**config.mk**
```make
export PLATFORM = sky130hd
export DESIGN_NAME = reconfig_control_handler
export DESIGN_NICKNAME = d
export VERILOG_FILES = /design/src/common/reconf_pkg.sv /design/src/hw/reconf_record_store.sv /design/src/hw/reconfig_control_handler.sv
export SDC_FILE = /design/constraint.sdc
export NUM_CORES = 1
export LEC_CHECK = 0
export ABC_AREA = 0
export BUFFER_PORTS_ARGS = -buffer_cell sky130_fd_sc_hd__buf_2
export CAP_MARGIN = 0
export CORE_AREA = 4 4 303 305
export DETAILED_ROUTE_END_ITERATION = 6
export DIE_AREA = 0 0 307 309
export GPL_ROUTABILITY_DRIVEN = 0
export HOLD_SLACK_MARGIN = 0.12
export SLEW_MARGIN = 20
export SYNTH_ARGS = -nofsm -noshare
export SYNTH_HDL_FRONTEND = slang
export SYNTH_SLANG_ARGS = --single-unit
export TNS_END_PERCENT = 50
```
**constraint.sdc**
```tcl
create_clock -name mclk -period 4.2 [get_ports mclk]
set_input_delay 1.05 -clock mclk [delete_from_list [all_inputs] [get_ports mclk]]
set_output_delay 1.05 -clock mclk [all_outputs]
set_load 0.01 [all_outputs]
```
**src/common/reconf_pkg.sv**
```systemverilog
/*
 * Constants shared by the reconfiguration control handler and its record store:
 * field sizes, message kind codes, cause strings and character codes.
 * Assumes strings travel with the first character in the most significant byte.
 */
`default_nettype none

package reconf_pkg;

    // ==========================================================
    // Field sizes, in characters.
    localparam int NAME_CHARS = 16;
    localparam int UTC_CHARS  = 8;
    localparam int FCT_CHARS  = 6;
    localparam int CAUSE_CHARS = 4;

    // ==========================================================
    // Incoming message kinds, all from the upstream entity.
    localparam logic [1:0] KIND_RECONF_REQ    = 2'h0;
    localparam logic [1:0] KIND_PENDING_QUERY = 2'h1;
    localparam logic [1:0] KIND_CANCEL        = 2'h2;

    // Outgoing message kinds, all from the downstream entity.
    localparam logic [1:0] RSP_TIMING_DEFINE  = 2'h0;
    localparam logic [1:0] RSP_ACK            = 2'h1;
    localparam logic [1:0] RSP_ERR            = 2'h2;

    // ==========================================================
    // Error causes as four ASCII characters, and CAUSE_IDLE as zero for no cause.
    localparam logic [31:0] CAUSE_NAME = 32'h4e414d45;
    localparam logic [31:0] CAUSE_INST = 32'h494e5354;
    localparam logic [31:0] CAUSE_PEND = 32'h50454e44;
    localparam logic [31:0] CAUSE_NRES = 32'h4e524553;
    localparam logic [31:0] CAUSE_NONE = 32'h4e4f4e45;
    localparam logic [31:0] CAUSE_LATE = 32'h4c415445;
    localparam logic [31:0] CAUSE_IDLE = 32'h00000000;

    // ==========================================================
    // Reserved monitoring names and the characters used by the checks.
    localparam logic [55:0] NAME_CURRENT = 56'h43555252454e54;
    localparam logic [4:0]  LEN_CURRENT  = 5'h07;
    localparam logic [31:0] NAME_NEXT    = 32'h4e455854;
    localparam logic [4:0]  LEN_NEXT     = 5'h04;
    localparam logic [7:0]  CHAR_ZERO    = 8'h30;
    localparam logic [7:0]  CHAR_ONE     = 8'h31;
    localparam logic [7:0]  CHAR_TWO     = 8'h32;
    localparam logic [7:0]  CHAR_THREE   = 8'h33;
    localparam logic [7:0]  CHAR_FOUR    = 8'h34;
    localparam logic [7:0]  CHAR_FIVE    = 8'h35;
    localparam logic [7:0]  CHAR_NINE    = 8'h39;
    localparam logic [7:0]  CHAR_COLON   = 8'h3a;

endpackage : reconf_pkg

`default_nettype wire

```
**src/hw/reconf_record_store.sv**
```systemverilog
/*
 * Holding register for the single pending reconfiguration record.
 * The owner asks for load and clear together when a completion meets a new record; load wins.
 */
`timescale 1ns/1ps
`default_nettype none

module reconf_record_store
    import reconf_pkg::*;
#(
    parameter int NAME_W = 8 * NAME_CHARS,
    parameter int UTC_W  = 8 * UTC_CHARS,
    parameter int FCT_W  = 8 * FCT_CHARS
) (
    input  wire logic              mclk,
    input  wire logic              rst_n,
    input  wire logic              load,
    input  wire logic              clear,
    input  wire logic [NAME_W-1:0] name_in,
    input  wire logic [4:0]        name_len_in,
    input  wire logic [UTC_W-1:0]  utc_in,
    input  wire logic [FCT_W-1:0]  fct_in,
    output logic                   valid_r,
    output logic      [NAME_W-1:0] name_r,
    output logic      [4:0]        name_len_r,
    output logic      [UTC_W-1:0]  utc_r,
    output logic      [FCT_W-1:0]  fct_r
);

    // ==========================================================
    // Only one record exists, so a new load simply overwrites it.
    always_ff @(posedge mclk) begin
        if (!rst_n) begin
            valid_r <= 1'b0;
        end else if (load) begin
            valid_r <= 1'b1;
        end else if (clear) begin
            valid_r <= 1'b0;
        end
    end

    // The payload is left stale after a clear; only valid_r says it means anything.
    always_ff @(posedge mclk) begin
        if (!rst_n) begin
            name_r     <= '0;
            name_len_r <= 5'h00;
            utc_r      <= '0;
            fct_r      <= '0;
        end else if (load) begin
            name_r     <= name_in;
            name_len_r <= name_len_in;
            utc_r      <= utc_in;
            fct_r      <= fct_in;
        end
    end

endmodule : reconf_record_store

`default_nettype wire

```
**src/hw/reconfig_control_handler.sv**
```systemverilog
/*
 * Reconfiguration control message handler of the downstream entity.
 * Takes decoded requests (one per cycle) and answers each exactly one cycle later.
 * Assumes message framing, the configuration catalogue, instant feasibility,
 * resource checks and the actual switch-over live outside and report by inputs.
 */
// How it works
// - Every reconfiguration request gets exactly one answer: timing define or error.
// - The record becomes pending on the edge that issues the timing define.
// - A pending query returns the record, or error NONE when nothing pends.
// - A cancel is answered by acknowledge, or error when refused or nothing pends.
// - An accepted cancel clears the record and acknowledges on that same edge.
// - This block only emits timing define, acknowledge and error messages.
// - A well-formed imposed reconfiguration pends at once and is announced unsolicited if nothing pends and no request arrives with it.
// - Names are 1 to 16 characters; request names must also name a known configuration.
// - Time is HH:MM:SS with hours 00-23, minutes and seconds 00-59.
// - Frame count is UU:LLL with upper 00-19 and lower 000-249.
// - Request rejection causes are NAME, INST, PEND or NRES.
// - Cancel rejection causes are LATE, or NONE when nothing pends.
// - At most one reconfiguration is pending at any time.
// - A pending record stays until switch-over completes or a cancel is accepted.
// - The reserved names CURRENT and NEXT are never accepted.
`timescale 1ns/1ps
`default_nettype none

module reconfig_control_handler
    import reconf_pkg::*;
#(
    parameter int NAME_W = 8 * NAME_CHARS,
    parameter int UTC_W  = 8 * UTC_CHARS,
    parameter int FCT_W  = 8 * FCT_CHARS
) (
    input  wire logic              mclk,
    input  wire logic              rst_n,
    input  wire logic              req_valid,
    input  wire logic [1:0]        req_kind,
    input  wire logic [NAME_W-1:0] req_name,
    input  wire logic [4:0]        req_name_len,
    input  wire logic [UTC_W-1:0]  req_utc,
    input  wire logic [FCT_W-1:0]  req_frame_count_stamp,
    input  wire logic              name_known,
    input  wire logic              instant_ok,
    input  wire logic              resource_ok,
    input  wire logic              cancel_late,
    input  wire logic              impose_valid,
    input  wire logic [NAME_W-1:0] impose_name,
    input  wire logic [4:0]        impose_name_len,
    input  wire logic [UTC_W-1:0]  impose_utc,
    input  wire logic [FCT_W-1:0]  impose_frame_count_stamp,
    input  wire logic              switch_done,
    output logic                   rsp_valid_r,
    output logic      [1:0]        rsp_kind_r,
    output logic      [31:0]       rsp_cause_r,
    output logic      [NAME_W-1:0] rsp_name_r,
    output logic      [4:0]        rsp_name_len_r,
    output logic      [UTC_W-1:0]  rsp_utc_r,
    output logic      [FCT_W-1:0]  rsp_frame_count_stamp_r,
    output logic                   pending_r
);

    // ==========================================================
    // Field format checks, shared by requests, imposed records and assertions.
    function automatic logic is_digit(input logic [7:0] c);
        return (c >= CHAR_ZERO) && (c <= CHAR_NINE);
    endfunction : is_digit

    function automatic logic utc_ok(input logic [63:0] s);
        logic hh;
        logic mm;
        logic ss;
        hh = is_digit(s[63:56]) && is_digit(s[55:48]) && (s[63:56] <= CHAR_TWO)
             && ((s[63:56] < CHAR_TWO) || (s[55:48] <= CHAR_THREE));
        mm = is_digit(s[39:32]) && is_digit(s[31:24]) && (s[39:32] <= CHAR_FIVE);
        ss = is_digit(s[15:8]) && is_digit(s[7:0]) && (s[15:8] <= CHAR_FIVE);
        return hh && mm && ss && (s[47:40] == CHAR_COLON) && (s[23:16] == CHAR_COLON);
    endfunction : utc_ok

    function automatic logic fct_ok(input logic [47:0] s);
        logic hi;
        logic lo;
        hi = is_digit(s[47:40]) && is_digit(s[39:32]) && (s[47:40] <= CHAR_ONE);
        lo = is_digit(s[23:16]) && is_digit(s[15:8]) && is_digit(s[7:0])
             && (s[23:16] <= CHAR_TWO) && ((s[23:16] < CHAR_TWO) || (s[15:8] <= CHAR_FOUR));
        return hi && lo && (s[31:24] == CHAR_COLON);
    endfunction : fct_ok

    // Reserved monitoring names are refused even if the catalogue claims them.
    function automatic logic name_ok(input logic [127:0] n, input logic [4:0] len);
        logic reserved;
        reserved = ((len == LEN_CURRENT) && (n[127:72] == NAME_CURRENT))
                   || ((len == LEN_NEXT) && (n[127:96] == NAME_NEXT));
        return (len != 5'h00) && (len <= 5'(NAME_CHARS)) && !reserved;
    endfunction : name_ok

    // ==========================================================
    // Record store outputs.
    logic [NAME_W-1:0] rec_name;
    logic [4:0]        rec_name_len;
    logic [UTC_W-1:0]  rec_utc;
    logic [FCT_W-1:0]  rec_fct;

    // ==========================================================
    // Request decode. A completion in the same cycle ends the record first,
    // so a request then sees nothing pending.
    wire live       = pending_r && !switch_done;
    wire is_req     = req_valid && (req_kind == KIND_RECONF_REQ);
    wire is_query   = req_valid && (req_kind == KIND_PENDING_QUERY);
    wire is_cancel  = req_valid && (req_kind == KIND_CANCEL);
    wire bad_name   = !name_ok(req_name, req_name_len) || !name_known;
    wire bad_inst   = !utc_ok(req_utc) || !fct_ok(req_frame_count_stamp)
                      || !instant_ok;
    wire req_accept = is_req && !live && !bad_name && !bad_inst && resource_ok;
    wire can_accept = is_cancel && live && !cancel_late;
    wire imp_ok     = name_ok(impose_name, impose_name_len) && utc_ok(impose_utc)
                      && fct_ok(impose_frame_count_stamp);
    // An impose is dropped while a record pends or a request owns the answer slot.
    wire imp_accept = impose_valid && imp_ok && !live && !req_valid;

    // Rejection cause for a request, highest priority first.
    wire [31:0] req_cause = live     ? CAUSE_PEND :
                            bad_name ? CAUSE_NAME :
                            bad_inst ? CAUSE_INST : CAUSE_NRES;
    wire [31:0] can_cause = live ? CAUSE_LATE : CAUSE_NONE;

    // Answer selection: everything emitted is one of the three device kinds.
    wire        def_out   = req_accept || imp_accept || (is_query && live);
    wire [1:0]  kind_nxt  = def_out ? RSP_TIMING_DEFINE :
                            can_accept ? RSP_ACK : RSP_ERR;
    wire [31:0] cause_nxt = (def_out || can_accept) ? CAUSE_IDLE :
                            is_req ? req_cause :
                            is_query ? CAUSE_NONE : can_cause;
    wire        from_rec  = is_query;
    wire [NAME_W-1:0] name_nxt = from_rec ? rec_name : (imp_accept ? impose_name : req_name);
    wire [4:0]   len_nxt  = from_rec ? rec_name_len :
                            (imp_accept ? impose_name_len : req_name_len);
    wire [UTC_W-1:0] utc_nxt = from_rec ? rec_utc : (imp_accept ? impose_utc : req_utc);
    wire [FCT_W-1:0] fct_nxt = from_rec ? rec_fct :
                               (imp_accept ? impose_frame_count_stamp : req_frame_count_stamp);
    wire         rec_clear = can_accept || switch_done;

    // ==========================================================
    // The single pending record; its valid flag is the pending output.
    reconf_record_store #(
        .NAME_W (NAME_W),
        .UTC_W  (UTC_W),
        .FCT_W  (FCT_W)
    ) u_store (
        .mclk        (mclk),
        .rst_n       (rst_n),
        .load        (req_accept || imp_accept),
        .clear       (rec_clear),
        .name_in     (imp_accept ? impose_name : req_name),
        .name_len_in (imp_accept ? impose_name_len : req_name_len),
        .utc_in      (imp_accept ? impose_utc : req_utc),
        .fct_in      (imp_accept ? impose_frame_count_stamp : req_frame_count_stamp),
        .valid_r     (pending_r),
        .name_r      (rec_name),
        .name_len_r  (rec_name_len),
        .utc_r       (rec_utc),
        .fct_r       (rec_fct)
    );

    // ==========================================================
    // Answer register: one answer per request, on the very next edge, so the
    // record and the message announcing it change together.
    always_ff @(posedge mclk) begin
        if (!rst_n) begin
            rsp_valid_r <= 1'b0;
        end else begin
            rsp_valid_r <= req_valid || imp_accept;
        end
    end

    // Payload is held between answers; only rsp_valid_r qualifies it.
    always_ff @(posedge mclk) begin
        if (!rst_n) begin
            rsp_kind_r              <= RSP_ERR;
            rsp_cause_r             <= CAUSE_IDLE;
            rsp_name_r              <= '0;
            rsp_name_len_r          <= 5'h00;
            rsp_utc_r               <= '0;
            rsp_frame_count_stamp_r <= '0;
        end else if (req_valid || imp_accept) begin
            rsp_kind_r              <= kind_nxt;
            rsp_cause_r             <= cause_nxt;
            rsp_name_r              <= name_nxt;
            rsp_name_len_r          <= len_nxt;
            rsp_utc_r               <= utc_nxt;
            rsp_frame_count_stamp_r <= fct_nxt;
        end
    end
endmodule : reconfig_control_handler

`default_nettype wire

```
After elaboration in Yosys (flattened, before gate mapping)
Index checks and enable logic that the tools add are counted.
{"block": "word_totals", "reg_bits": 526, "elab_cells": 226, "out_inout_bits": 281, "in_bits": 501}
{"block": "op_classes", "muxes": 19, "n_lt_le_gt_ge": 64, "n_eq_ne": 16, "n_reduce_logical": 115}
{"op": "<= comparator 8 x 6 -> 1 bit (second input constant)", "count": 36}
{"op": "2-to-1 mux 128 bit", "count": 2}
{"op": "greater-or-equal comparator 8 x 6 -> 1 bit (second input constant)", "count": 22}
{"op": "2-to-1 mux 64 bit", "count": 2}
{"op": "equality test 56 x 55 -> 1 bit (second input constant)", "count": 2}
{"op": "2-to-1 mux 48 bit", "count": 2}
{"op": "logical AND 1 bit", "count": 84}
{"op": "equality test 32 x 31 -> 1 bit (second input constant)", "count": 2}
{"op": "2-to-1 mux 29 bit", "count": 2}
{"op": "2-to-1 mux 27 bit", "count": 2}
{"op": "2-to-1 mux 26 bit", "count": 2}
{"op": "equality test 8 x 6 -> 1 bit (second input constant)", "count": 6}
{"op": "< comparator 8 x 6 -> 1 bit (second input constant)", "count": 4}
{"op": "2-to-1 mux 31 bit", "count": 1}
{"op": "equality test 5 x 3 -> 1 bit (second input constant)", "count": 4}
{"op": "logical OR 1 bit", "count": 14}
{"op": "zero test 1 bit", "count": 13}
{"op": "<= comparator 5 bit (second input constant)", "count": 2}
{"op": "2-to-1 mux 5 bit", "count": 2}
{"op": "nonzero test 5 bit", "count": 2}
{"op": "2-to-1 mux 2 bit", "count": 2}
{"op": "equality test 2 x 1 -> 1 bit (second input constant)", "count": 1}
{"op": "equality test 2 bit (second input constant)", "count": 1}
{"op": "zero test 2 bit", "count": 1}
{"op": "2 further kinds", "count": 3}

Depth between registers and ports, before layout
{"block": "logic_depth", "ltp_word": 19, "depth_mapped": 10, "mapped_depth_nobuf": 7}

Cells and area by module
A second synthesis with hierarchy kept.
{"block": "unflattened", "cells_unflattened": 2675, "area_unflattened_um2": 25184.2}
{"module": "reconfig_control_handler", "seq_area_each_um2": 5305.1, "area_per_inst_um2": 15610.0, "cells_each": 1882, "instances": 1}
{"module": "reconf_record_store", "seq_area_each_um2": 4924.7, "area_per_inst_um2": 9574.2, "cells_each": 793, "instances": 1}

Worst setup path before layout
OpenSTA, ideal clock, no wires.
{"block": "synth_path", "path_kind": "input-to-reg", "start": "input req_name_len[1]", "end": "register u_store.fct_r[0]", "arrival_ns": 3.174, "setup_time_ns": 0.086, "cell_stages": 10, "setup_slack_ns": 0.940, "cell_sequence": "nor4_1 mux2_2 nor2_1 a21bo_2 or3_1 buf_2 buf_4 buf_4 mux2i_1 a211oi_1"}
{"block": "synth_via", "elab_chain_cells": 12, "word_cells_on_any_way": 17, "cone_classes": "order compare: 1; eq/ne: 2; reduce/logical: 14"}
{"element": "start: declaration", "line_no": "reconfig_control_handler.sv:38", "text": "input wire logic [4:0] req_name_len,"}
{"element": "branches (longest 4 deep; another with <= comparator 5 bit)"}
{"element": "logical AND 1 bit (*)", "line_no": "reconfig_control_handler.sv:92", "text": "return (len != 5'h00) && (len <= 5'(NAME_CHARS)) && !reserved;"}
{"element": "zero test 1 bit (*)", "line_no": "reconfig_control_handler.sv:109", "text": "wire bad_name = !name_ok(req_name, req_name_len) || !name_known;"}
{"element": "logical OR 1 bit (*)", "line_no": "reconfig_control_handler.sv:109"}
{"element": "zero test 1 bit (*)", "line_no": "reconfig_control_handler.sv:112", "text": "wire req_accept = is_req && !live && !bad_name && !bad_inst && resource_ok;"}
{"element": "logical AND 1 bit (*) (3 in series)", "line_no": "reconfig_control_handler.sv:112"}
{"element": "logical OR 1 bit (*)", "line_no": "reconfig_control_handler.sv:150", "text": ".load (req_accept || imp_accept),"}
{"element": "end signal: assignment", "line_no": "reconf_record_store.sv:53", "text": "fct_r <= fct_in;"}
{"element": "end: declaration", "line_no": "reconf_record_store.sv:27", "text": "output logic [FCT_W-1:0] fct_r"}
Every way passes the cells marked *.
A chain may end at the register's enable or synchronous reset.

Worst setup path after layout
{"block": "layout_path", "start": "input impose_utc[16]", "end": "register u_store.name_r[62]"}
{"block": "layout_via", "elab_chain_cells": 8, "word_cells_on_any_way": 9, "cone_classes": "eq/ne: 1; mux: 1; reduce/logical: 7"}
{"element": "start: declaration", "line_no": "reconfig_control_handler.sv:48", "text": "input wire logic [UTC_W-1:0] impose_utc,"}
{"element": "equality test 8 x 6 -> 1 bit (*)", "line_no": "reconfig_control_handler.sv:75", "text": "return hh && mm && ss && (s[47:40] == CHAR_COLON) && (s[23:16] == CHAR_COLON);"}
{"element": "logical AND 1 bit (*)", "line_no": "reconfig_control_handler.sv:75"}
{"element": "logical AND 1 bit (*)", "line_no": "reconfig_control_handler.sv:114", "text": "wire imp_ok = name_ok(impose_name, impose_name_len) && utc_ok(impose_utc)"}
{"element": "logical AND 1 bit (*)", "line_no": "reconfig_control_handler.sv:115", "text": "&& fct_ok(impose_frame_count_stamp);"}
{"element": "logical AND 1 bit (*) (3 in series)", "line_no": "reconfig_control_handler.sv:117", "text": "wire imp_accept = impose_valid && imp_ok && !live && !req_valid;"}
{"element": "2-to-1 mux 128 bit or logical OR 1 bit (tied branches)", "line_no": "reconfig_control_handler.sv:152, reconfig_control_handler.sv:150"}
{"element": "end signal: assignment", "line_no": "reconf_record_store.sv:50", "text": "name_r <= name_in;"}
{"element": "end: declaration", "line_no": "reconf_record_store.sv:24", "text": "output logic [NAME_W-1:0] name_r,"}
Every way passes the cells marked *; elsewhere a longest branch is shown, timed or not.

==> run summary <==
====================================================================================
Vias after detailed routing                                                    24051
Ranking of synthesized cells by instance count                          511 x dfxtp_1, 272 x a211oi_1, 260 x o21ai_0
Total of endpoints with negative setup slack in the final report                   0
Post-detailed-route DRC marker count                                               0
Routed wire per std cell                                                    23.68 um
Number of buffers and inverters on the critical path                               5
Aggregate negative setup slack                                                  0 ps
Leading post-synthesis cells by cell area                               dfxtp_1 44%, a211oi_1 8.9%, o31ai_1 6.8%, mux2i_1 6.6%, o21ai_0 5.7%
Clk Latency, worst-skew pair                                                  660 ps
Leakage power                                                               14.14 nW
All-layer global routing usage                                                0.2122
Number of global-route vias before repair                                      23040
Gate power share                                                               0.110
FF+latch count, synth                                                            511
Starting density of the core                                                  0.2576
Antenna violations before repair                                                  24
Proportion of total power due to net switching                                0.2617
Root buffer selected by CTS                                                clkbuf_16
Final setup skew                                                            20.08 ps
Most frequent cell after synthesis                                           dfxtp_1
Cell with the largest stage delay on the worst path                            or4_1
Slew Limit Headroom                                                           0.5280
CP Launch Type                                                          primary input
Critical Path End Type                                                     flip-flop
Port Buffer Count                                                                772
Cell Count, Final, Fillers Out                                                  4533
Netlist Area Pre-Place                                                     23010 um2
Placed cell count                                                               4408
Final total power                                                           12.29 mW
Die Y                                                                         309 um
Max Fclk                                                                   295.9 MHz
Fin crit period                                                              3379 ps
I/O pin total                                                                    782
Mean Syn Cell Area                                                         8.947 um2
Max H-tree Level                                                                   2
Number of buffers inserted for hold repair after clock tree synthesis              0
Max Cap Viol                                                                       0
Peak VDD IR                                                              0.0003149 V
Power Dens Cells                                                        394.4 nW/um2
Utilization after layout                                                      0.3488
Required arrival time at the worst endpoint                                  4750 ps
Proportion of layout cells with a drive suffix above 1                        0.3108
Post-synthesis cell type with the largest combined area                      dfxtp_1
# clock sinks                                                                    511
Die ar.                                                                    94860 um2
Area inside the core boundary                                              89320 um2
Number of post-CTS setup repair buffers                                            0
CTS tree                                                                        done
Overall die width                                                             307 um
Critical Path Fanout Max                                                          17
Sum of net half-perimeters after detailed placement                         79.30 mm
First-pass iteration count of the detailed router                                  5
Unrepaired setup endpoints after global routing                                false
Number of max-slew violations in the final report                                  0
Total clock buffers created by CTS                                                59
Hold crit path type                                                          reg2reg
Yosys cell types                                                                  57
Power share of the clock group                                                 0.474
Starting DRC count in detailed routing                                          1920
Worst-path cell chain                                                   buf_2, nor4bb_1, nand4_1, or4_1, nor4_4, buf_12, nand2_8, buf_12, buf_4, buf_4, a211oi_1
Cells resized by post-CTS repair                                                   0
Internal power                                                              9.071 mW
Top flip-flop cell by instance count after synthesis                         dfxtp_1
Global-route wire length before repair                                      154.2 mm
CTS Buffer Depth                                                                   3
EDFF count, synth                                                                  0
Run status                                                              finished clean
Instance count of the mapped netlist                                            2572
Net Sw Power                                                                3.215 mW
Post-route fraction of the period consumed by the critical path               0.8045
Final count of hold timing violations                                              0
Worst-margin pin slew                                                       708.0 ps
Arrival time at the worst endpoint                                           3930 ps
Total routed wirelength                                                     107.3 mm
CTS clock-pin slew for the worst setup and hold paths                          60 ps
Async SR Flop Fraction                                                             0
Maximum number of pins on one net before global-route repair                     102
Via count normalized by instance count                                         5.306
Worst path max stage delay                                                    580 ps
Number of warning messages in the yosys log                                        0
Area growth from synthesis to layout                                          35.37%
Part of the total power dissipated in sequential elements                      0.416
Crit Path Category                                                            in2reg
Fraction of the yosys area taken by sequential cells                          0.4445
Largest delay share family, worst path                                  simple AND/OR/NAND/NOR gates
Number of nets in the final layout                                              3794
Antenna-violating nets left                                                        0
Total number of placement rows                                                   110
Share of the synthesized area in the top cell type                            0.4445
GRT Residual Overflow                                                              0
====================================================================================
-- worst register-to-register path: stages, from the launching register on --
cell and delay, ps:
dfxtp_1 330, nor2b_1 130, buf_4 170, nor3_1 340
o2111a_1 310, o2111ai_1 130, buf_4 170, a21oi_4 260
buf_12 210, buf_4 280, o31ai_1 100, o21ai_0 170
-- flip-flops by register name, summed over array words and instances (netlist names), 2 cells and up --
| signal | count |
|---|---|
| u_store.utc_r | 64 |
| rsp_kind_r | 2 |
| u_store.fct_r | 48 |
| rsp_frame_count_stamp_r | 48 |
| rsp_utc_r | 64 |
| rsp_cause_r | 17 |
| rsp_name_len_r | 5 |
| rsp_name_r | 128 |
| u_store.name_len_r | 5 |
| u_store.name_r | 128 |
-- layout by cell type (no fill, tap or decap), drive strengths merged, types with 8 or more instances in the layout --
cell type / count
buf: 912
dfxtp: 511
a211oi: 272
o21ai: 270
nand2: 231
nor2: 209
o31ai: 208
mux2i: 151
a22o: 95
clkbuf: 80
a21oi: 56
and2: 46
o21a: 39
nor4bb: 34
nand3: 26
nand4: 25
nor4b: 22
a21o: 17
nor4: 16
diode: 14
mux2: 14
bufinv: 11
clkinv: 10
conb: 9
inv: 9
nand4b: 8
-- metal layers --
layer  wire length [um]  GRT usage  up-vias
met5                101          0        -
met1              45990     0.2781    11673
met3               8802    0.05703      206
li1                   -          -    11101
met4               3590    0.07303       16
met2              48860     0.3387     1055
-- path summary, 6_finish.rpt --
check                       end  cells past startpoint  slack (ps)       startpoint
min reg2reg      rsp_name_r[72]                      2         450   rsp_name_r[72]
min              rsp_name_r[72]                      2         450   rsp_name_r[72]
max reg2reg       rsp_utc_r[21]                     11        1500  u_store.valid_r
max          u_store.name_r[62]                     11         820   impose_utc[16]
-- area by class of cell --
type	count	area, um2
timing repair buffer	912	5505
clock buffer	80	1685
fill	9339	58170
tap	1176	1471
multi-input combinational	1806	11700
sequential	511	10230
antenna	14	35.03
inverter	3	16.27
clock inverter	31	511.7
-- per-stage QoR --
stage | hold slack [ps] | setup WS [ps] | cell area, um2
global route | 464.0 | 727.2 | 31130
detailed placement | 434.9 | 161.3 | 28920
floorplan | 430.2 | 940.0 | 23040
finish | 445.4 | 820.9 | 31150
global placement | 429.8 | 121.9 | 28920
CTS | 449.4 | 843.8 | 31120
-- power by group through the flow --
stage               Sequential (mW)  Clock, mW  Combinational [mW]
floorplan                      5.27          0               0.465
global placement               5.22          0                1.34
detailed placement             5.22          0                1.35
CTS                            5.12       5.94                1.36
global route                   5.13       6.12                1.46
finish                         5.12       5.82                1.35
-- logic make-up (layout without fill, tap and decap cells) --
logic type / after synthesis / after routing / share of synthesized area
compound gates: 971 / 971 / 0.2875
simple gates: 660 / 660 / 0.1432
flops: 511 / 511 / 0.4445
buf+inv: 263 / 1026 / 0.05165
mux: 165 / 165 / 0.07253
other cells: 1 / 23 / 0.0001630
xor+xnor: 1 / 1 / 0.0003807
(Power assumes the default switching activity.)
